$ cat src/vcd_pkg.sv
/*
 Shared constants for the video crop and decimate front end.
 Assumes a single 40 MHz ref_clk domain; pixel clock arrives as a pin.
*/
package vcd_pkg;
	localparam int PIX_W = 16;
	localparam int CNT_W = 11;
	localparam int LINE_W = 10;
	localparam int DCM_W = 6;
	localparam int SUM_W = 7;
	localparam logic [SUM_W-1:0] DCM_PERIOD = 7'h40;
	localparam int FLT_W = 3;
	localparam logic [FLT_W-1:0] FLT_BYPASS = 3'h0;
	localparam logic [FLT_W-1:0] FLT_TAP3 = 3'h1;
	localparam logic [FLT_W-1:0] FLT_TAP5 = 3'h2;
	localparam logic [FLT_W-1:0] FLT_BINOM5 = 3'h3;
	localparam int FLT_TAPS = 5;
	localparam int FLT_CENTER = 2;
	localparam int SYNC_STAGES = 3;
	localparam int TAG_W = 4;
	localparam int TAG_FWD = 0;
	localparam int TAG_SOL = 1;
	localparam int TAG_SOF = 2;
	localparam int TAG_ODD = 3;
	localparam int FIFO_W = PIX_W + 3;
	localparam int FIFO_DEPTH = 8;
	localparam logic [CNT_W-1:0] PIX_CNT_IDLE = 11'h7FF;
	localparam logic [LINE_W-1:0] LINE_CNT_IDLE = 10'h3FF;
endpackage

$ cat src/vcd_fifo.sv
/*
 Parameterised FIFO with valid/ready on both sides.
 Assumes one clock; full and empty follow the fill count exactly.
*/
`timescale 1ns/1ps
`default_nettype none
module vcd_fifo #(
	parameter int W = 8,
	parameter int DEPTH = 8
) (
	input wire logic clk, // Clock
	input wire logic rst_n, // Sync reset, active low
	input wire logic in_valid, // Write request
	output logic in_ready, // Room for one word
	input wire logic [W-1:0] in_data, // Write word
	output logic out_valid, // Word available
	input wire logic out_ready, // Reader takes word
	output logic [W-1:0] out_data // Head word
);
	localparam int AW = $clog2(DEPTH);
	typedef struct packed {
		logic [DEPTH-1:0][W-1:0] mem;
		logic [AW-1:0] wp;
		logic [AW-1:0] rp;
		logic [AW:0] cnt;
	} vcd_fifo_st_t;
	vcd_fifo_st_t s_q, s_d;
	logic wr, rd;

	assign in_ready = (s_q.cnt != (AW+1)'(DEPTH));
	assign out_valid = (s_q.cnt != '0);
	assign out_data = s_q.mem[s_q.rp];

	always_comb begin
		s_d = s_q;
		wr = in_valid && in_ready;
		rd = out_valid && out_ready;
		if (wr) begin
			s_d.mem[s_q.wp] = in_data;
			s_d.wp = (s_q.wp == AW'(DEPTH-1)) ? '0 : s_q.wp + AW'(1);
		end
		if (rd) begin
			s_d.rp = (s_q.rp == AW'(DEPTH-1)) ? '0 : s_q.rp + AW'(1);
		end
		if (wr && !rd) begin
			s_d.cnt = s_q.cnt + (AW+1)'(1);
		end else if (rd && !wr) begin
			s_d.cnt = s_q.cnt - (AW+1)'(1);
		end
	end

	always_ff @(posedge clk) begin
		if (!rst_n) begin
			s_q <= '0;
		end else begin
			s_q <= s_d;
		end
	end

	a_fifo_bound: assert property (@(posedge clk) disable iff (!rst_n)
		s_q.cnt <= (AW+1)'(DEPTH)) else $error("fifo count past depth");
endmodule // vcd_fifo
`default_nettype wire

$ cat src/vcd_horizontal_filter_select.sv
/*
 Selectable horizontal luma filter over a five pixel window.
 Assumes shift pulses once per pixel; tags ride along with the centre.
*/
`timescale 1ns/1ps
`default_nettype none
module vcd_horizontal_filter_select
	import vcd_pkg::*;
(
	input wire logic clk, // Clock
	input wire logic rst_n, // Sync reset, active low
	input wire logic shift, // One pulse per pixel
	input wire logic [FLT_W-1:0] sel, // Filter choice
	input wire logic [PIX_W-1:0] in_data, // Pixel in, Y high byte
	input wire logic [TAG_W-1:0] in_tag, // Flags of pixel in
	output logic out_stb, // One-cycle result strobe
	output logic [PIX_W-1:0] out_data, // Filtered pixel
	output logic [TAG_W-1:0] out_tag // Flags of filtered pixel
);
	typedef struct packed {
		logic [FLT_TAPS-1:0][PIX_W-1:0] win;
		logic [FLT_TAPS-1:0][TAG_W-1:0] tag;
		logic stb;
		logic [PIX_W-1:0] dat;
		logic [TAG_W-1:0] tg;
	} vcd_flt_st_t;
	vcd_flt_st_t s_q, s_d;
	logic [11:0] y [FLT_TAPS];
	logic [11:0] acc;

	always_comb begin
		s_d = s_q;
		s_d.stb = 1'b0;
		for (int i = 0; i < FLT_TAPS; i++) begin
			y[i] = {4'h0, s_q.win[i][15:8]};
		end
		unique case (sel)
			FLT_TAP3: acc = (y[1] + (y[2] << 1) + y[3] + 12'h002) >> 2;
			FLT_TAP5: acc = (y[0] + (y[1] << 1) + (y[2] << 1) + (y[3] << 1)
				+ y[4] + 12'h004) >> 3;
			FLT_BINOM5: acc = (y[0] + (y[1] << 2) + (y[2] << 2) + (y[2] << 1)
				+ (y[3] << 2) + y[4] + 12'h008) >> 4;
			default: acc = y[FLT_CENTER];
		endcase
		if (shift) begin
			s_d.win = {s_q.win[FLT_TAPS-2:0], in_data};
			s_d.tag = {s_q.tag[FLT_TAPS-2:0], in_tag};
			s_d.stb = 1'b1;
			s_d.dat = {acc[7:0], s_q.win[FLT_CENTER][7:0]};
			s_d.tg = s_q.tag[FLT_CENTER];
		end
	end

	always_ff @(posedge clk) begin
		if (!rst_n) begin
			s_q <= '0;
		end else begin
			s_q <= s_d;
		end
	end

	assign out_stb = s_q.stb;
	assign out_data = s_q.dat;
	assign out_tag = s_q.tg;

	a_filter_bypass: assert property (
		@(posedge clk) disable iff (!rst_n)
		shift && sel == FLT_BYPASS |=> out_data == $past(s_q.win[FLT_CENTER]))
		else $error("bypass filter altered the pixel");
endmodule // vcd_horizontal_filter_select
`default_nettype wire

$ cat src/vcd_front.sv
/*
 Video input crop and decimate front end: windowing, drop-out-of-64
 decimation, horizontal filter and an output FIFO.
 Assumes pixel clock, syncs and YUV data arrive from an external decoder,
 all asynchronous to ref_clk and much slower than it.
*/
// Summary of operation
// - Pixels are captured from the first-pixel count to the last-pixel count after the active hsync edge, giving last minus first plus 1 pixels.
// - Lines are captured from the first-line count to the last-line count after the active vsync edge in each field.
// - Each sync input has its own polarity setting that picks its active edge.
// - Exactly the horizontal drop count of every 64 captured pixels in a line is discarded.
// - Exactly the vertical drop count of every 64 captured lines in a field is discarded.
// - Captured pixels pass through the horizontal filter chosen by the filter select.
// - Layout 1 shows a single field (odd fields dropped), layout 0 emulates interlace with every field passed.
// - The block only removes pixels and lines, so the output never exceeds the sampled input.
`timescale 1ns/1ps
`default_nettype none
module vcd_front
	import vcd_pkg::*;
(
	input wire logic ref_clk, // 40 MHz clock
	input wire logic rst_n, // Sync reset, active low
	input wire logic pix_clk, // Decoder pixel clock pin
	input wire logic hsync, // Horizontal sync pin
	input wire logic vsync, // Vertical sync pin
	input wire logic [PIX_W-1:0] pix_data, // YUV 4:2:2 pins, Y high
	input wire logic horizontal_sync_polarity, // 1: hsync active high
	input wire logic vertical_sync_polarity, // 1: vsync active high
	input wire logic [CNT_W-1:0] line_sample_first, // First pixel count
	input wire logic [CNT_W-1:0] line_sample_last, // Last pixel count
	input wire logic [LINE_W-1:0] field_line_first, // First line count
	input wire logic [LINE_W-1:0] field_line_last, // Last line count
	input wire logic [DCM_W-1:0] horizontal_drop_count, // Pixels dropped per 64
	input wire logic [DCM_W-1:0] vertical_drop_count, // Lines dropped per 64
	input wire logic [FLT_W-1:0] horizontal_filter_select, // Filter choice
	input wire logic display_layout_select, // 1 single field, 0 interlaced
	input wire logic overflow_clear, // Clears overflow flag
	input wire logic out_ready, // Downstream takes pixel
	output logic out_valid, // Pixel available
	output logic [PIX_W-1:0] out_data, // Output pixel
	output logic out_line_start, // First pixel of a line
	output logic out_field_start, // First pixel of a field
	output logic out_field_odd, // Field parity of pixel
	output logic overflow // Sticky: FIFO refused a pixel
);
	typedef struct packed {
		logic [SYNC_STAGES-1:0] ck_s;
		logic [SYNC_STAGES-1:0] hs_s;
		logic [SYNC_STAGES-1:0] vs_s;
		logic [SYNC_STAGES-1:0][PIX_W-1:0] dt_s;
		logic ck_lvl;
		logic hs_prev;
		logic vs_prev;
		logic [CNT_W-1:0] pix_cnt;
		logic [LINE_W-1:0] line_cnt;
		logic [DCM_W-1:0] hacc;
		logic [DCM_W-1:0] vacc;
		logic line_keep;
		logic sol_pend;
		logic sof_pend;
		logic field_odd;
		logic o_valid;
		logic [PIX_W-1:0] o_data;
		logic o_sol;
		logic o_sof;
		logic o_odd;
		logic ovf;
	} vcd_front_st_t;

	vcd_front_st_t s_q, s_d;
	logic tick, hs_act, vs_act, hs_edge, vs_edge, cap_h, hkeep, fwd;
	logic [SUM_W-1:0] hsum, vsum;
	logic [LINE_W-1:0] lbase;
	logic [TAG_W-1:0] tag_in, ft_tag;
	logic ft_stb, f_in_valid, f_in_ready, f_out_valid, f_rd;
	logic [PIX_W-1:0] ft_data;
	logic [FIFO_W-1:0] f_out_data;

	function automatic logic in_range(input logic [CNT_W-1:0] v,
		input logic [CNT_W-1:0] lo, input logic [CNT_W-1:0] hi);
		in_range = (v >= lo) && (v <= hi);
	endfunction

	function automatic logic [SUM_W-1:0] dcm_sum(input logic [DCM_W-1:0] a,
		input logic [DCM_W-1:0] b);
		dcm_sum = {1'b0, a} + {1'b0, b};
	endfunction

	always_comb begin
		s_d = s_q;
		s_d.ck_s = {s_q.ck_s[SYNC_STAGES-2:0], pix_clk};
		s_d.hs_s = {s_q.hs_s[SYNC_STAGES-2:0], hsync};
		s_d.vs_s = {s_q.vs_s[SYNC_STAGES-2:0], vsync};
		s_d.dt_s = {s_q.dt_s[SYNC_STAGES-2:0], pix_data};
		// Pixel clock level changes once stages two and three agree
		if (s_q.ck_s[1] == s_q.ck_s[2]) begin
			s_d.ck_lvl = s_q.ck_s[2];
		end
		tick = (s_q.ck_s[1] == s_q.ck_s[2]) && s_q.ck_s[2] && !s_q.ck_lvl;
		hs_act = s_q.hs_s[2] ~^ horizontal_sync_polarity;
		vs_act = s_q.vs_s[2] ~^ vertical_sync_polarity;
		hs_edge = tick && hs_act && !s_q.hs_prev;
		vs_edge = tick && vs_act && !s_q.vs_prev;
		lbase = vs_edge ? '0 : s_q.line_cnt;
		vsum = dcm_sum(vs_edge ? '0 : s_q.vacc, vertical_drop_count);
		cap_h = 1'b0;
		hkeep = 1'b0;
		hsum = '0;
		fwd = 1'b0;
		tag_in = '0;
		if (tick) begin
			s_d.hs_prev = hs_act;
			s_d.vs_prev = vs_act;
			if (vs_edge) begin
				s_d.line_cnt = '0;
				s_d.vacc = '0;
				s_d.line_keep = 1'b0;
				s_d.field_odd = !s_q.field_odd;
				s_d.sof_pend = 1'b1;
			end
			if (hs_edge) begin
				s_d.pix_cnt = '0;
				s_d.hacc = '0;
				s_d.sol_pend = 1'b1;
				if (lbase != LINE_CNT_IDLE) begin
					s_d.line_cnt = lbase + LINE_W'(1);
				end
				s_d.line_keep = 1'b0;
				if (in_range(CNT_W'(s_d.line_cnt), CNT_W'(field_line_first),
					CNT_W'(field_line_last))) begin
					s_d.line_keep = (vsum < DCM_PERIOD);
					s_d.vacc = (vsum < DCM_PERIOD) ? vsum[DCM_W-1:0]
						: DCM_W'(vsum - DCM_PERIOD);
				end
			end else if (s_q.pix_cnt != PIX_CNT_IDLE) begin
				s_d.pix_cnt = s_q.pix_cnt + CNT_W'(1);
			end
			cap_h = in_range(s_d.pix_cnt, line_sample_first,
				line_sample_last);
			hsum = dcm_sum(hs_edge ? '0 : s_q.hacc, horizontal_drop_count);
			if (cap_h) begin
				hkeep = (hsum < DCM_PERIOD);
				s_d.hacc = hkeep ? hsum[DCM_W-1:0]
					: DCM_W'(hsum - DCM_PERIOD);
			end
			// Drop only, never repeat: output stays within the input
			fwd = cap_h && hkeep && s_d.line_keep
				&& !(display_layout_select && s_d.field_odd);
			tag_in[TAG_FWD] = fwd;
			tag_in[TAG_SOL] = fwd && s_d.sol_pend;
			tag_in[TAG_SOF] = fwd && s_d.sof_pend;
			tag_in[TAG_ODD] = s_d.field_odd;
			if (fwd) begin
				s_d.sol_pend = 1'b0;
				s_d.sof_pend = 1'b0;
			end
		end
		// Overflow: set wins over clear
		f_in_valid = ft_stb && ft_tag[TAG_FWD];
		if (f_in_valid && !f_in_ready) begin
			s_d.ovf = 1'b1;
		end else if (overflow_clear) begin
			s_d.ovf = 1'b0;
		end
		// Output register fed in order from the FIFO head
		f_rd = !s_q.o_valid || out_ready;
		if (f_rd) begin
			s_d.o_valid = f_out_valid;
			if (f_out_valid) begin
				s_d.o_data = f_out_data[PIX_W-1:0];
				s_d.o_sol = f_out_data[PIX_W];
				s_d.o_sof = f_out_data[PIX_W+1];
				s_d.o_odd = f_out_data[PIX_W+2];
			end
		end
	end

	always_ff @(posedge ref_clk) begin
		if (!rst_n) begin
			s_q <= '0;
			s_q.pix_cnt <= PIX_CNT_IDLE;
			s_q.line_cnt <= LINE_CNT_IDLE;
		end else begin
			s_q <= s_d;
		end
	end

	vcd_horizontal_filter_select u_filter (
		.clk(ref_clk),
		.rst_n(rst_n),
		.shift(tick),
		.sel(horizontal_filter_select),
		.in_data(s_q.dt_s[2]),
		.in_tag(tag_in),
		.out_stb(ft_stb),
		.out_data(ft_data),
		.out_tag(ft_tag)
	);

	vcd_fifo #(
		.W(FIFO_W),
		.DEPTH(FIFO_DEPTH)
	) u_fifo (
		.clk(ref_clk),
		.rst_n(rst_n),
		.in_valid(f_in_valid),
		.in_ready(f_in_ready),
		.in_data({ft_tag[TAG_ODD], ft_tag[TAG_SOF], ft_tag[TAG_SOL], ft_data}),
		.out_valid(f_out_valid),
		.out_ready(f_rd),
		.out_data(f_out_data)
	);

	assign out_valid = s_q.o_valid;
	assign out_data = s_q.o_data;
	assign out_line_start = s_q.o_sol;
	assign out_field_start = s_q.o_sof;
	assign out_field_odd = s_q.o_odd;
	assign overflow = s_q.ovf;

	// Checks
	a_pix_window: assert property (
		@(posedge ref_clk) disable iff (!rst_n)
		tick && tag_in[TAG_FWD] |-> s_d.pix_cnt >= line_sample_first
		&& s_d.pix_cnt <= line_sample_last)
		else $error("pixel forwarded outside pixel window");

	a_tick_single: assert property (
		@(posedge ref_clk) disable iff (!rst_n)
		tick |=> !tick)
		else $error("one pixel clock edge counted twice");

	a_line_window: assert property (
		@(posedge ref_clk) disable iff (!rst_n)
		tick && tag_in[TAG_FWD] |-> s_d.line_cnt >= field_line_first
		&& s_d.line_cnt <= field_line_last)
		else $error("pixel forwarded outside line window");

	a_line_outside: assert property (
		@(posedge ref_clk) disable iff (!rst_n)
		hs_edge && !in_range(CNT_W'(s_d.line_cnt),
		CNT_W'(field_line_first), CNT_W'(field_line_last))
		|=> !s_q.line_keep)
		else $error("line kept outside line window");

	a_hsync_edge: assert property (
		@(posedge ref_clk) disable iff (!rst_n)
		tick && (s_q.hs_s[2] ~^ horizontal_sync_polarity) && !s_q.hs_prev
		|=> s_q.pix_cnt == '0 && (s_q.sol_pend || $past(fwd)))
		else $error("active hsync edge did not restart the line");

	a_vsync_edge: assert property (
		@(posedge ref_clk) disable iff (!rst_n)
		vs_edge && !hs_edge |=> s_q.line_cnt == '0 && s_q.vacc == '0
		&& !s_q.line_keep)
		else $error("active vsync edge did not restart the field");

	a_hdrop_rate: assert property (
		@(posedge ref_clk) disable iff (!rst_n)
		tick && cap_h && hsum >= DCM_PERIOD |-> !tag_in[TAG_FWD] ##1
		s_q.hacc == $past(hsum[DCM_W-1:0]))
		else $error("horizontal drop decision wrong");

	a_vdrop_rate: assert property (
		@(posedge ref_clk) disable iff (!rst_n)
		hs_edge && s_d.line_keep |-> vsum < DCM_PERIOD ##1
		s_q.vacc == $past(vsum[DCM_W-1:0]))
		else $error("vertical drop decision wrong");

	a_layout_single: assert property (
		@(posedge ref_clk) disable iff (!rst_n)
		display_layout_select && s_d.field_odd |-> !tag_in[TAG_FWD])
		else $error("odd field forwarded in single field layout");

	a_field_parity: assert property (
		@(posedge ref_clk) disable iff (!rst_n)
		vs_edge |=> s_q.field_odd != $past(s_q.field_odd))
		else $error("field parity did not toggle");

	a_out_hold: assert property (
		@(posedge ref_clk) disable iff (!rst_n)
		out_valid && !out_ready |=> out_valid && $stable(out_data)
		&& $stable(out_line_start))
		else $error("output changed while stalled");

	a_sof_on_sol: assert property (
		@(posedge ref_clk) disable iff (!rst_n)
		out_valid && out_field_start |-> out_line_start)
		else $error("field start without line start");

	a_ovf_sticky: assert property (
		@(posedge ref_clk) disable iff (!rst_n)
		f_in_valid && !f_in_ready |=> overflow
		##1 (overflow || $past(overflow_clear)))
		else $error("refused pixel not flagged");

	a_ovf_clear: assert property (
		@(posedge ref_clk) disable iff (!rst_n)
		overflow_clear && !(f_in_valid && !f_in_ready) |=> !overflow)
		else $error("overflow not cleared");

	a_no_upscale: assert property (
		@(posedge ref_clk) disable iff (!rst_n)
		f_in_valid |-> $past(tick))
		else $error("pixel produced without an input pixel");

	c_line_start: cover property (@(posedge ref_clk) disable iff (!rst_n)
		out_valid && out_ready && out_line_start);
	c_field_start: cover property (@(posedge ref_clk) disable iff (!rst_n)
		out_valid && out_ready && out_field_start);
	c_hdrop: cover property (@(posedge ref_clk) disable iff (!rst_n)
		tick && cap_h && !hkeep);
	c_overflow: cover property (@(posedge ref_clk) disable iff (!rst_n)
		$rose(overflow));
	c_odd_drop: cover property (@(posedge ref_clk) disable iff (!rst_n)
		tick && cap_h && display_layout_select && s_d.field_odd);
endmodule // vcd_front
`default_nettype wire

$ cat config.mk
export PLATFORM = sky130hd
export DESIGN_NAME = vcd_front
export DESIGN_NICKNAME = d
export VERILOG_FILES = /design/src/vcd_pkg.sv /design/src/vcd_fifo.sv /design/src/vcd_horizontal_filter_select.sv /design/src/vcd_front.sv
export SDC_FILE = /design/constraint.sdc
export NUM_CORES = 1
export LEC_CHECK = 0
export BUFFER_PORTS_ARGS = -buffer_cell sky130_fd_sc_hd__buf_4
export CAP_MARGIN = 30
export CORE_MARGIN = 5
export CORE_UTILIZATION = 48
export CTS_CLUSTER_DIAMETER = 200
export DETAILED_ROUTE_END_ITERATION = 16
export GPL_TIMING_DRIVEN = 0
export SLEW_MARGIN = 20
export SYNTH_ARGS = -nofsm -noshare
export SYNTH_HDL_FRONTEND = slang
export SYNTH_HIERARCHICAL = 1
export SYNTH_SLANG_ARGS = --single-unit
$ cat constraint.sdc
create_clock -name ref_clk -period 12.5 [get_ports ref_clk]
set_clock_uncertainty 0.05 [all_clocks]
set_input_delay 0.625 -clock ref_clk [delete_from_list [all_inputs] [get_ports ref_clk]]
set_output_delay 0.625 -clock ref_clk [all_outputs]
set_load 0.05 [all_outputs]
# Yosys cells after proc, flatten, opt, wreduce, memory -nomap -nowiden
# Index checks and enable logic that the tools add are counted.
[totals] output_inout_bits=21 register_bits=393 in_bits=83 elab_cells=160
[op_classes] n_bitwise=2 n_reduce_logical=36 n_lt_le_gt_ge=9 n_mux=34 eq_ne=10 addsub=24
[op_table] op="$bwmux W152" n=1
[op_table] op="$bmux W19 S3" n=1
[op_table] op="$demux W19 S3" n=1
[op_table] op="$mux W24" n=2
[op_table] op="$mux W10" n=4
[op_table] op="$mux W19" n=2
[op_table] op="$mux W11" n=3
[op_table] op="$mux W6" n=5
[op_table] op="$pmux W8 S3" n=1
[op_table] op="$logic_and A1 B1 Y1" n=21
[op_table] op="$mux W21" n=1
[op_table] op="$add A8 B9 Y10" n=2
[op_table] op="$add A6 B6 Y7" n=2
[op_table] op="$lt A7 B7 Y1 const B" n=2
[op_table] op="$mux W7" n=2
[op_table] op="$add A11 B10 Y12" n=1
[op_table] op="$add A12 B10 Y12" n=1
[op_table] op="$add A12 B4 Y12 const B" n=1
[op_table] op="$add A12 B8 Y12" n=1
[op_table] op="$add A12 B9 Y12" n=1
[op_table] op="$sub A6 B1 Y6 const B" n=2
[op_table] op="$add A10 B9 Y11" n=1
[op_table] op="$add A11 B1 Y11 const B" n=1
[op_table] op="$add A11 B3 Y11 const B" n=1
[op_table] op="other kinds (33)" n=55

# Logic depth before layout (Yosys ltp)
# Gate-level depths: netlist (run 1).
[logic_depth] word_depth=18 mapped_depth=23 depth_no_buf=21

# Cells and area by module
# Netlist (run 1), hierarchy kept.
[modules_own_cells] mod="vcd_fifo" cells_per_inst=777 seq_area_each_um2=3243.1 area_per_inst_um2=7609.8 n_inst=1
[modules_own_cells] mod="vcd_horizontal_filter_select" cells_per_inst=661 seq_area_each_um2=1941.9 area_per_inst_um2=6572.6 n_inst=1
[modules_own_cells] mod="vcd_front" cells_per_inst=691 seq_area_each_um2=2362.3 area_per_inst_um2=5989.5 n_inst=1

# Worst setup path before layout (run 1)
# OpenSTA, ideal clock, no wires.
[synth_timing] path_type="register to register" startpoint="register s_q[117] (netlist name)" endpoint="register s_q[28] (netlist name)" t_required_ps=12383 path_buffers=4 stages_incl_launch_ff=23 setup_slack_ps=8152 setup_time_ps=67 arrival_ps=4230 period_less_slack_ps=4348 path_cell_list="dfxtp_1 ha_1 nand2b_1 buf_2 clkinv_2 nand3b_1 clkbuf_1 nand2_1 inv_1 ha_1 and3_1 and3_1 nand4_1 buf_2 o21ai_0 ha_1 a21o_1 a21o_1 a2111oi_2 o221ai_2 buf_6 or3_1 a21oi_2"

==> flow_metrics.tcl, run 1 <==
set metrics [dict create \
    drc_errors 0 \
    clock-sinks 377 \
    ios 104 \
    power_mw 2.735 \
    synth_top_family_by_area "simple AND/OR/NAND/NOR gates" \
    insertion_delay_ps 540 \
    whs_path_depth 2 \
    routedWlPerCell_um 17.02 \
    drt_iter0_drc 776 \
    synth.distinct_cells 83 \
    critPathLaunchType "register" \
    synth_seq_cells 377 \
    worstHoldPathType "input port to register" \
    drt_wl_total_mm 48.36 \
    synth-edff-count 0 \
    cts_buffer_depth 3 \
    ys_seq_area_share_pct 37.41 \
    period_needed_ps 5396 \
    hold_path_end "s_d[116]" \
    num-nets-final 2520 \
    cts_max_level 2 \
    dp_hpwl_mm 36.81 \
    dr_total_vias 14720 \
    syn-num-nets 2375 \
    post-route-util_pct 54.86 \
    async_reset_ff_share_pct 0 \
    grt_max_degree 14 \
    clockRootBuffer "clkbuf_16" \
    ant_nets 0 \
    die_x_um 215 \
    max_freq_ghz 0.1853 \
    first_pass_iters 6 \
    ys.flop_type "dfxtp_1" \
    ys.warnings.count 6 \
    hold_viol 0 \
    cts_inserted_buffers 41 \
    rrSetupSlack_ps 7100 \
    r2r_start "s_q[117]" \
    slew_headroom_pct 32.55 \
    avgSynthCellArea_um2 9.475 \
    antenna_cells 0 \
    vias_per_cell 5.182 \
    port-buffer-count 102 \
    syn-cell-area_um2 20170 \
    synthMuxAreaShare_pct 11.85 \
    peakVddDrop_mv 0.1084 \
    tightest_slew_ps 1012 \
    final_layout_size_suffix_gt1_share_pct 14.55 \
    start_util_pct 48.31 \
    synth_compound_gate_area_share_pct 11.92 \
    yosys.area_share.simple_pct 17.34 \
    synthXorXnorAreaFrac_pct 1.693 \
    crit_path_end_kind "register" \
    r2r-end "u_filter/s_q[22]" \
    setup_viol_count_final 0 \
    power_density_nw_per_um2 119.4 \
    critPathRequiredTime_ps 12910 \
    grtUsageTotal_pct 20.62 \
    postCtsSetupBuffers 0 \
    cts.clk_slew.worst_paths_ps 60 \
    post-route-period-util_pct 43.16 \
    rr_worst_depth 23 \
    finalSetupTns_ps 0 \
    slew_violations 0 \
    area_growth_pct 13.57 \
    rows 75 \
    grt_pass1_vias 15090 \
    arrival_ps 5810 \
    place_congestion 0.8511 \
    dieArea_um2 46230 \
    core_um2 41760 \
    antenna_found_initial 0 \
    netlist_instances 2129 \
    grt_pass1_wl_mm 78.81 \
    cp_max_fo 10 \
    max_cap_violations 0 \
    holdBufCountCts 0 \
    hp-start "pix_clk" \
    critical_path_class "register to register" \
    status "finished clean" \
    cts_tree "built" \
    rsz0062_at_grt "false" \
    grt_overflow 0 \
    synth-adder-area-share_pct 12.27 \
    p_leak_nw 9.179 \
    cts_resized 0 \
    die_h_um 215 \
]
==> area by class of cell <==
| type | instances | area [um^2] |
|---|---|---|
| inverter | 163 | 613.1 |
| sequential | 377 | 7547 |
| clock inverter | 11 | 118.9 |
| multi-input combinational | 1426 | 11110 |
| fill | 3829 | 18850 |
| buffer | 163 | 900.9 |
| tap | 539 | 674.4 |
| clock buffer | 60 | 1177 |
| timing repair buffer | 102 | 765.7 |
==> synth_stat cells, drive strengths merged (5+ instances only) <==
master | instances | area (um^2)
a221o | 6 | 60.06
fa | 58 | 1161
o211ai | 12 | 90.09
and3 | 14 | 87.58
xnor2 | 23 | 201.4
nor2 | 38 | 150.1
a211oi | 13 | 115.1
a21boi | 120 | 900.9
ha | 105 | 1314
nor3 | 17 | 95.09
o221ai | 5 | 50.04
o21ai | 39 | 198.9
a31oi | 10 | 62.56
nor2b | 133 | 832.1
a21o | 15 | 112.6
nand2 | 334 | 1254
buf | 90 | 626.9
mux4 | 38 | 855.8
mux2 | 19 | 214.0
dfxtp | 377 | 7547
xor2 | 16 | 140.1
nand3 | 20 | 100.1
and2 | 74 | 462.9
mux2i | 132 | 1321
or3 | 12 | 75.07
nand4 | 13 | 81.33
a21oi | 81 | 412.9
clkbuf | 73 | 274.0
nand2b | 11 | 68.82
inv | 162 | 608.1
==> cell families (layout without fill, tap and decap cells) <==
| logic type | count (synthesis) | count (layout) |
|---|---|---|
| simple gates | 691 | 691 |
| flops | 377 | 377 |
| compound gates | 344 | 344 |
| buf+inv | 326 | 499 |
| mux | 189 | 189 |
| fa+ha+maj | 163 | 163 |
| xor+xnor | 39 | 39 |
==> report_power, final <==
group,switching (mW),internal (mW)
combinational,0.193,0.133
clock,0.479,0.694
sequential,0.0172,1.22
==> stage by stage <==
| stage | worst slack [ps] | cell area, um^2 | hold slack [ps] | cells |
|---|---|---|---|---|
| floorplan | 8152 | 20170 | 361.9 | 2129 |
| global placement | 7194 | 21610 | 363.3 | 2770 |
| detailed placement | 7131 | 21610 | 366.9 | 2770 |
| CTS | 7103 | 22910 | 227.7 | 2841 |
| global route | 6655 | 22910 | 230.5 | 2841 |
| finish | 7104 | 22910 | 255.4 | 2841 |
==> placed cells by master (no fill, tap or decap), types with 16 or more instances in the layout <==
cell type / instances
a21oi_1: 79
o21ai_0: 33
dfxtp_1: 377
nor2b_1: 133
clkbuf_16: 41
and2_1: 74
mux2_2: 19
mux2i_1: 132
nor2_1: 37
inv_1: 160
nand2_1: 334
ha_1: 105
buf_4: 146
mux4_2: 38
a21boi_0: 111
xor2_1: 16
clkbuf_1: 84
nand3_1: 20
buf_2: 30
fa_1: 58
xnor2_1: 23
==> sequential cells by signal (all words and copies together) (netlist names) <==
name               flops
overflow               1
out_data              16
s_q                   59
out_field_odd          1
u_fifo/s_q           162
out_line_start         1
u_filter/out_data     16
out_field_start        1
u_filter/s_q          80
u_filter/out_stb       1
out_valid              1
s_d                   38
==> layer usage <==
metal	up-vias	wire length [um]	global-route usage (%)
li1	7391	-	-
met1	7033	22550	28.01
met2	235	23090	35.26
met3	64	1670	2.519
met4	0	1058	5.142
met5	-	0	0
==> critical path, stage by stage, from the launching register on <==
cell,delay [ps]
dfxtp_1,310
ha_1,190
nand2b_1,60
buf_2,260
clkinv_2,210
nand3b_1,240
clkbuf_1,420
nand2_1,230
inv_1,90
ha_1,200
and3_1,200
and3_1,250
nand4_1,160
buf_2,220
o21ai_0,220
ha_1,340
a21o_1,180
a21o_1,180
a2111oi_2,450
o221ai_2,190
a2bb2oi_1,220
nor3_1,240
mux2i_1,100
nor2b_1,100
==> how the worst max path moves through the flow <==
stage / end / slack, ps / depth (start not counted) / startpoint
CTS: u_filter/s_q[22] / 7100 / 23 / s_q[117]
floorplan: s_q[28] / 8150 / 22 / s_q[117]
detailed placement: u_filter/s_q[22] / 7130 / 23 / s_q[117]
finish: u_filter/s_q[22] / 7100 / 23 / s_q[117]
global placement: s_q[28] / 7190 / 22 / s_d[117]
global route: u_filter/s_q[22] / 6650 / 23 / s_q[117]
(Power assumes the default switching activity.)
==> run 2: changes to the inputs <==
Settings changed: PLACE_DENSITY from default to 0.67.
Clock period 12.5 ns to 4.3 ns, I/O delays scaled along.
==> run 2 against run 1 <==
  * Setup slack worse by 7000 ps
  * Via count up 1.9%
  * Global-route usage fell by 0.23 points
  * Final cell count increased by 1.1%
  * Largest cell class unchanged
  * Largest power group unchanged
==> flow_metrics.tcl, run 2 (synthesized netlist as in run 1, its figures left out) <==
set metrics [dict create \
    status "finished clean" \
    final_cell_mix "dfxtp_1, nand2_1, buf_4" \
    crit_buf_inv 5 \
    largest_register_ffs 162 \
    cp_max_fo 7 \
    max_cap_violations 0 \
    setup.worst_path.start "s_d[117]" \
    grtUsageTotal_pct 20.38 \
    ios 104 \
    rr_worst_depth 22 \
    period_needed_ps 4174 \
    worstHoldPathType "input port to register" \
    slew_violations 0 \
    die_h_um 215 \
    r2r_start "s_d[117]" \
    antenna_cells 0 \
    critPathRequiredTime_ps 4700 \
    area_growth_pct 16.52 \
    clockRootBuffer "clkbuf_16" \
    post-route-util_pct 56.29 \
    rrSetupSlack_ps 130 \
    first_pass_iters 5 \
    whs_ps 37.47 \
    critPathLaunchType "register" \
    clock-sinks 377 \
    power_mw 7.934 \
    port-buffer-count 102 \
    place_congestion 0.8319 \
    cts_inserted_buffers 40 \
    critPathCapture "s_q[28]" \
    vias_per_cell 5.222 \
    post-route-period-util_pct 97.07 \
    dieArea_um2 46230 \
    slew_headroom_pct 32.07 \
    start_util_pct 48.31 \
    tightest_slew_ps 1019 \
    top_register "u_fifo/s_q" \
    drc_errors 0 \
    crit_path_end_kind "register" \
    path_depth 22 \
    cts_tree "built" \
    insertion_delay_ps 530 \
    routedWlPerCell_um 16.70 \
    num-nets-final 2557 \
    p_leak_nw 9.400 \
    dp.cells 2770 \
    arrival_ps 4570 \
    grt_max_degree 14 \
    grt_overflow 0 \
    peakVddDrop_mv 0.2609 \
    hold_viol 0 \
    cts_buffer_depth 3 \
    path_delay_family "simple AND/OR/NAND/NOR gates" \
    antenna_found_initial 0 \
    drt_wl_total_mm 47.97 \
    dr_total_vias 15000 \
    instances_no_fill 2873 \
    grt_pass1_wl_mm 78.20 \
    power_density_nw_per_um2 337.6 \
    critical_path_class "register to register" \
    grt_pass1_vias 15290 \
    max_freq_ghz 0.2396 \
    drt_iter0_drc 746 \
    slowest_stage "or3b_1" \
    r2r-end "s_q[28]" \
    critPathMaxStageDelay_ps 400 \
    die_x_um 215 \
    final.setup.worst_slack_ps 125.9 \
    rows 75 \
    worstPathCellList "ha_1 -> nand2b_1 -> buf_6 -> inv_8 -> nand3b_1 -> buf_8 -> nand2_4 -> inv_2 -> ha_4 -> and3_4 -> and3_4 -> nand3_2 -> mux2i_2 -> nor2_2 -> ha_1 -> nand4_1 -> or3b_1 -> o221ai_2 -> o221ai_4 -> buf_6 -> or3_4 -> a21oi_2" \
    cts.clk_slew.worst_paths_ps 60 \
    final_layout_size_suffix_gt1_share_pct 17.18 \
    reg_top3 "u_fifo/s_q (162), u_filter/s_q (80), s_q (59)" \
    setup_viol_count_final 0 \
    ant_nets 0 \
    dp_hpwl_mm 36.37 \
    mostFrequentLayoutCell "dfxtp_1" \
    core_um2 41760 \
    cts_max_level 2 \
    pre_cts_slack_ps -753.2 \
]
==> run 2: changes by cell type in the layout (fill, tap and decap cells not counted), moves of 5 or more <==
cell / before / now
o21ai_0: 33 / 28
o21ai_2: 1 / 7
dfxtp_1: 377 / 362
buf_4: 146 / 161
clkbuf_1: 84 / 77
dfxtp_2: 0 / 12
dlygate4sd3_1: 0 / 21
==> run 2: worst reg2reg max path: cells and delay by family (launching register included) <==
kind	cells	cell delay (ps)
and+or+nand+nor	10	1690
adders and majority gates	3	630
muxes	1	260
DFF	1	340
AOI/OAI and AO/OA	3	540
buffers and inverters	5	590
==> run 2: worst min path at each step <==
| stage | startpoint | slack [ps] | end | cells past startpoint |
|---|---|---|---|---|
| 2_1_floorplan | hsync | 290 | s_d[113] | 1 |
| 3_3_place_gp | s_d[92] | 370 | s_d[108] | 1 |
| 3_5_place_dp | s_d[95] | 370 | s_q[95] | 1 |
| 4_1_cts | horizontal_filter_select[1] | 5 | u_filter/out_data[12] | 3 |
| 5_1_grt | horizontal_filter_select[1] | 40 | u_filter/out_data[12] | 3 |
| 6_report | out_ready | 40 | out_valid | 3 |
==> run 2: per-stage QoR <==
step | setup TNS (ps) | instance area (um^2)
finish | 0 | 23510
global route | -178.3 | 23510
CTS | 0 | 23240
detailed placement | -8166 | 21610
global placement | -7934 | 21610
floorplan | 0 | 20170
==> run 2: per-layer routing <==
layer / GRT usage, % / vias to the layer above / part of all wire [%]
met4: 4.886 / 0 / 1.9
met5: 0 / - / 0
li1: - / 7490 / -
met2: 36.23 / 302 / 50
met1: 26.58 / 7147 / 44
met3: 2.547 / 63 / 4.2
==> run 2: cell type report <==
cell class	count	area, um^2
buffer	163	924.6
clock buffer	56	1182
clock inverter	9	106.4
fill	3632	18250
inverter	163	619.3
multi-input combinational	1426	11330
sequential	377	7574
tap	539	674.4
timing repair buffer	140	1099
==> run 2: power breakdown <==
part / switching (mW) / total, mW / internal (mW)
sequential: 0.0513 / 3.59 / 3.54
combinational: 0.551 / 0.961 / 0.410
clock: 1.35 / 3.38 / 2.03
total: 1.96 / 7.93 / 5.98
==> run 2: what timing repair did <==
action | 4_1_cts | 5_1_grt
gates resized for setup | 30 | 42
hold endpoints to repair | 21 | 0
cloned | 0 | 2
buffers inserted | 5 | 10
hold buffers | 21 | 0
pin swaps | 4 | 13
setup endpoints to repair | 17 | 16
==> run 3: changes to the inputs <==
Settings changed: CTS_BUF_LIST from default to sky130_fd_sc_hd__clkbuf_16.
==> run 3 against run 2 <==
  * Worst hold slack about the same
  * Largest cell class unchanged
  * Flip-flop and latch count did not move
  * Wire length is essentially flat
  * Non-clock buffer count up 5
  * Fmax fell by 0.13%
  * Register-to-register slack about the same
  * Combinational power about the same
  * Final area fell by 0.23%
  * Highest routed layer unchanged
  * Via count increased by 0.49%
  * Clock power is 5.9% lower
  * Critical path depth fell by 8
  * Count of clock-buffer cells in the layout decreased by 15
==> flow_metrics.tcl, run 3 (synthesized netlist as in run 1, its figures left out) <==
set metrics [dict create \
    status "finished clean" \
    grt_max_degree 14 \
    clock-sinks 377 \
    arrival_ps 4550 \
    cts.clk_slew.worst_paths_ps 60 \
    port-buffer-count 102 \
    rows 75 \
    largest_register_ffs 162 \
    cts_buffer_depth 3 \
    whs_ps 37.08 \
    cts_inserted_buffers 40 \
    place_congestion 0.8319 \
    insertion_delay_ps 530 \
    critPathLaunchType "register" \
    dp_hpwl_mm 36.37 \
    routedWlPerCell_um 16.68 \
    grt_overflow 0 \
    grt_pass1_vias 15300 \
    grt_pass1_wl_mm 78.24 \
    clockPowerShare_pct 41.1 \
    die_h_um 215 \
    final_cell_mix "dfxtp_1, nand2_1, buf_4" \
    mostFrequentLayoutCell "dfxtp_1" \
    crit_path_end_kind "register" \
    hold_viol 0 \
    worstHoldPathType "input port to register" \
    final.setup.worst_slack_ps 120.6 \
    cts_max_level 2 \
    p_switching_mw 1.953 \
    comb_power_share_pct 12.4 \
    post-route-util_pct 56.16 \
    p_leak_nw 9.385 \
    ios 104 \
    vias_per_cell 5.238 \
    antenna_cells 0 \
    sw_frac_of_total_pct 25.23 \
    reg_top3 "u_fifo/s_q (162), u_filter/s_q (80), s_q (59)" \
    num-nets-final 2562 \
    grtUsageTotal_pct 20.39 \
    max_cap_violations 0 \
    cp_max_fo 7 \
    tightest_slew_ps 1015 \
    first_pass_iters 5 \
    pre_cts_slack_ps -753.2 \
    clockRootBuffer "clkbuf_16" \
    final_layout_size_suffix_gt1_share_pct 16.93 \
    core_um2 41760 \
    antenna_found_initial 0 \
    finalSetupTns_ps 0 \
    area_growth_pct 16.25 \
    max_freq_ghz 0.2393 \
    cts_tree "built" \
    critical_path_class "register to register" \
    drt_iter0_drc 845 \
    dieArea_um2 46230 \
    top_register "u_fifo/s_q" \
    critPathRequiredTime_ps 4670 \
    num-fill-cells 3643 \
    ant_nets 0 \
    internal-power_mw 5.788 \
    period_needed_ps 4179 \
    start_util_pct 48.31 \
    setup_viol_count_final 0 \
    slew_violations 0 \
    die_x_um 215 \
    power_density_nw_per_um2 330.1 \
    post-route-period-util_pct 97.20 \
    slew_headroom_pct 32.32 \
    pwr-share-seq_pct 46.4 \
    peakVddDrop_mv 0.2625 \
    drc_errors 0 \
    drt_wl_total_mm 47.99 \
    dr_total_vias 15080 \
]
-- run 3: per-layer routing --
metal | routed length, um | vias to the layer above | GRT usage (%)
li1 | - | 7504 | -
met1 | 21110 | 7203 | 26.60
met2 | 23930 | 309 | 36.23
met3 | 2034 | 60 | 2.547
met4 | 914 | 0 | 4.886
met5 | 0 | - | 0
-- run 3: cell type report --
| class | count | area [um^2] | area share [%] |
|---|---|---|---|
| plain buffers | 163 | 924.6 | 3.943 |
| clock buffers | 41 | 1026 | 4.375 |
| clock inverters | 24 | 162.7 | 0.6936 |
| inverters | 163 | 619.3 | 2.641 |
| multi-input cells | 1426 | 11330 | 48.33 |
| flip-flops and latches | 377 | 7574 | 32.30 |
| well taps | 539 | 674.4 | 2.876 |
| repair buffers | 145 | 1136 | 4.845 |
-- run 3: path summary, 6_finish.rpt --
check / start / end / slack (ps) / cells past startpoint
min: out_ready / out_valid / 40 / 3
max: u_filter/s_q[82] / u_filter/out_data[12] / 120 / 14
max reg2reg: u_filter/s_q[82] / u_filter/out_data[12] / 120 / 14
min reg2reg: s_d[95] / s_q[95] / 380 / 1
-- run 3: timing repair --
| item | 4_1_cts | 5_1_grt |
|---|---|---|
| cloned | 0 | 2 |
| gates resized for setup | 30 | 43 |
| setup buffers | 5 | 15 |
| endpoints found under the setup margin | 17 | 16 |
| hold endpoints to repair | 21 | 0 |
| hold buffers | 21 | 0 |
| pin swaps | 5 | 14 |
-- run 3: stage by stage --
stage,power (mW),cell area [um^2],instances
2_1_floorplan,4.323,20170,2129
3_3_place_gp,4.582,21610,2770
3_5_place_dp,4.607,21610,2770
4_1_cts,7.817,23140,2861
5_1_grt,8.067,23450,2878
6_report,7.741,23450,2878
-- run 3: critical path: stages, from the launching register on --
cell      delay, ps
dfxtp_4         390
fa_1            520
fa_1            510
inv_1            60
fa_1            520
inv_1            40
ha_1            280
a21o_1          190
ha_1            210
fa_2            390
a21o_1          210
a211o_1         290
o211ai_1        120
a32o_1          210
a31oi_1          90
-- run 3: power groups by stage --
stage / registers (mW) / logic (mW) / clock network (mW)
6_report: 3.59 / 0.963 / 3.18
5_1_grt: 3.60 / 1.06 / 3.41
4_1_cts: 3.60 / 0.962 / 3.26
3_5_place_dp: 3.67 / 0.934 / 0
3_3_place_gp: 3.67 / 0.912 / 0
2_1_floorplan: 3.67 / 0.652 / 0
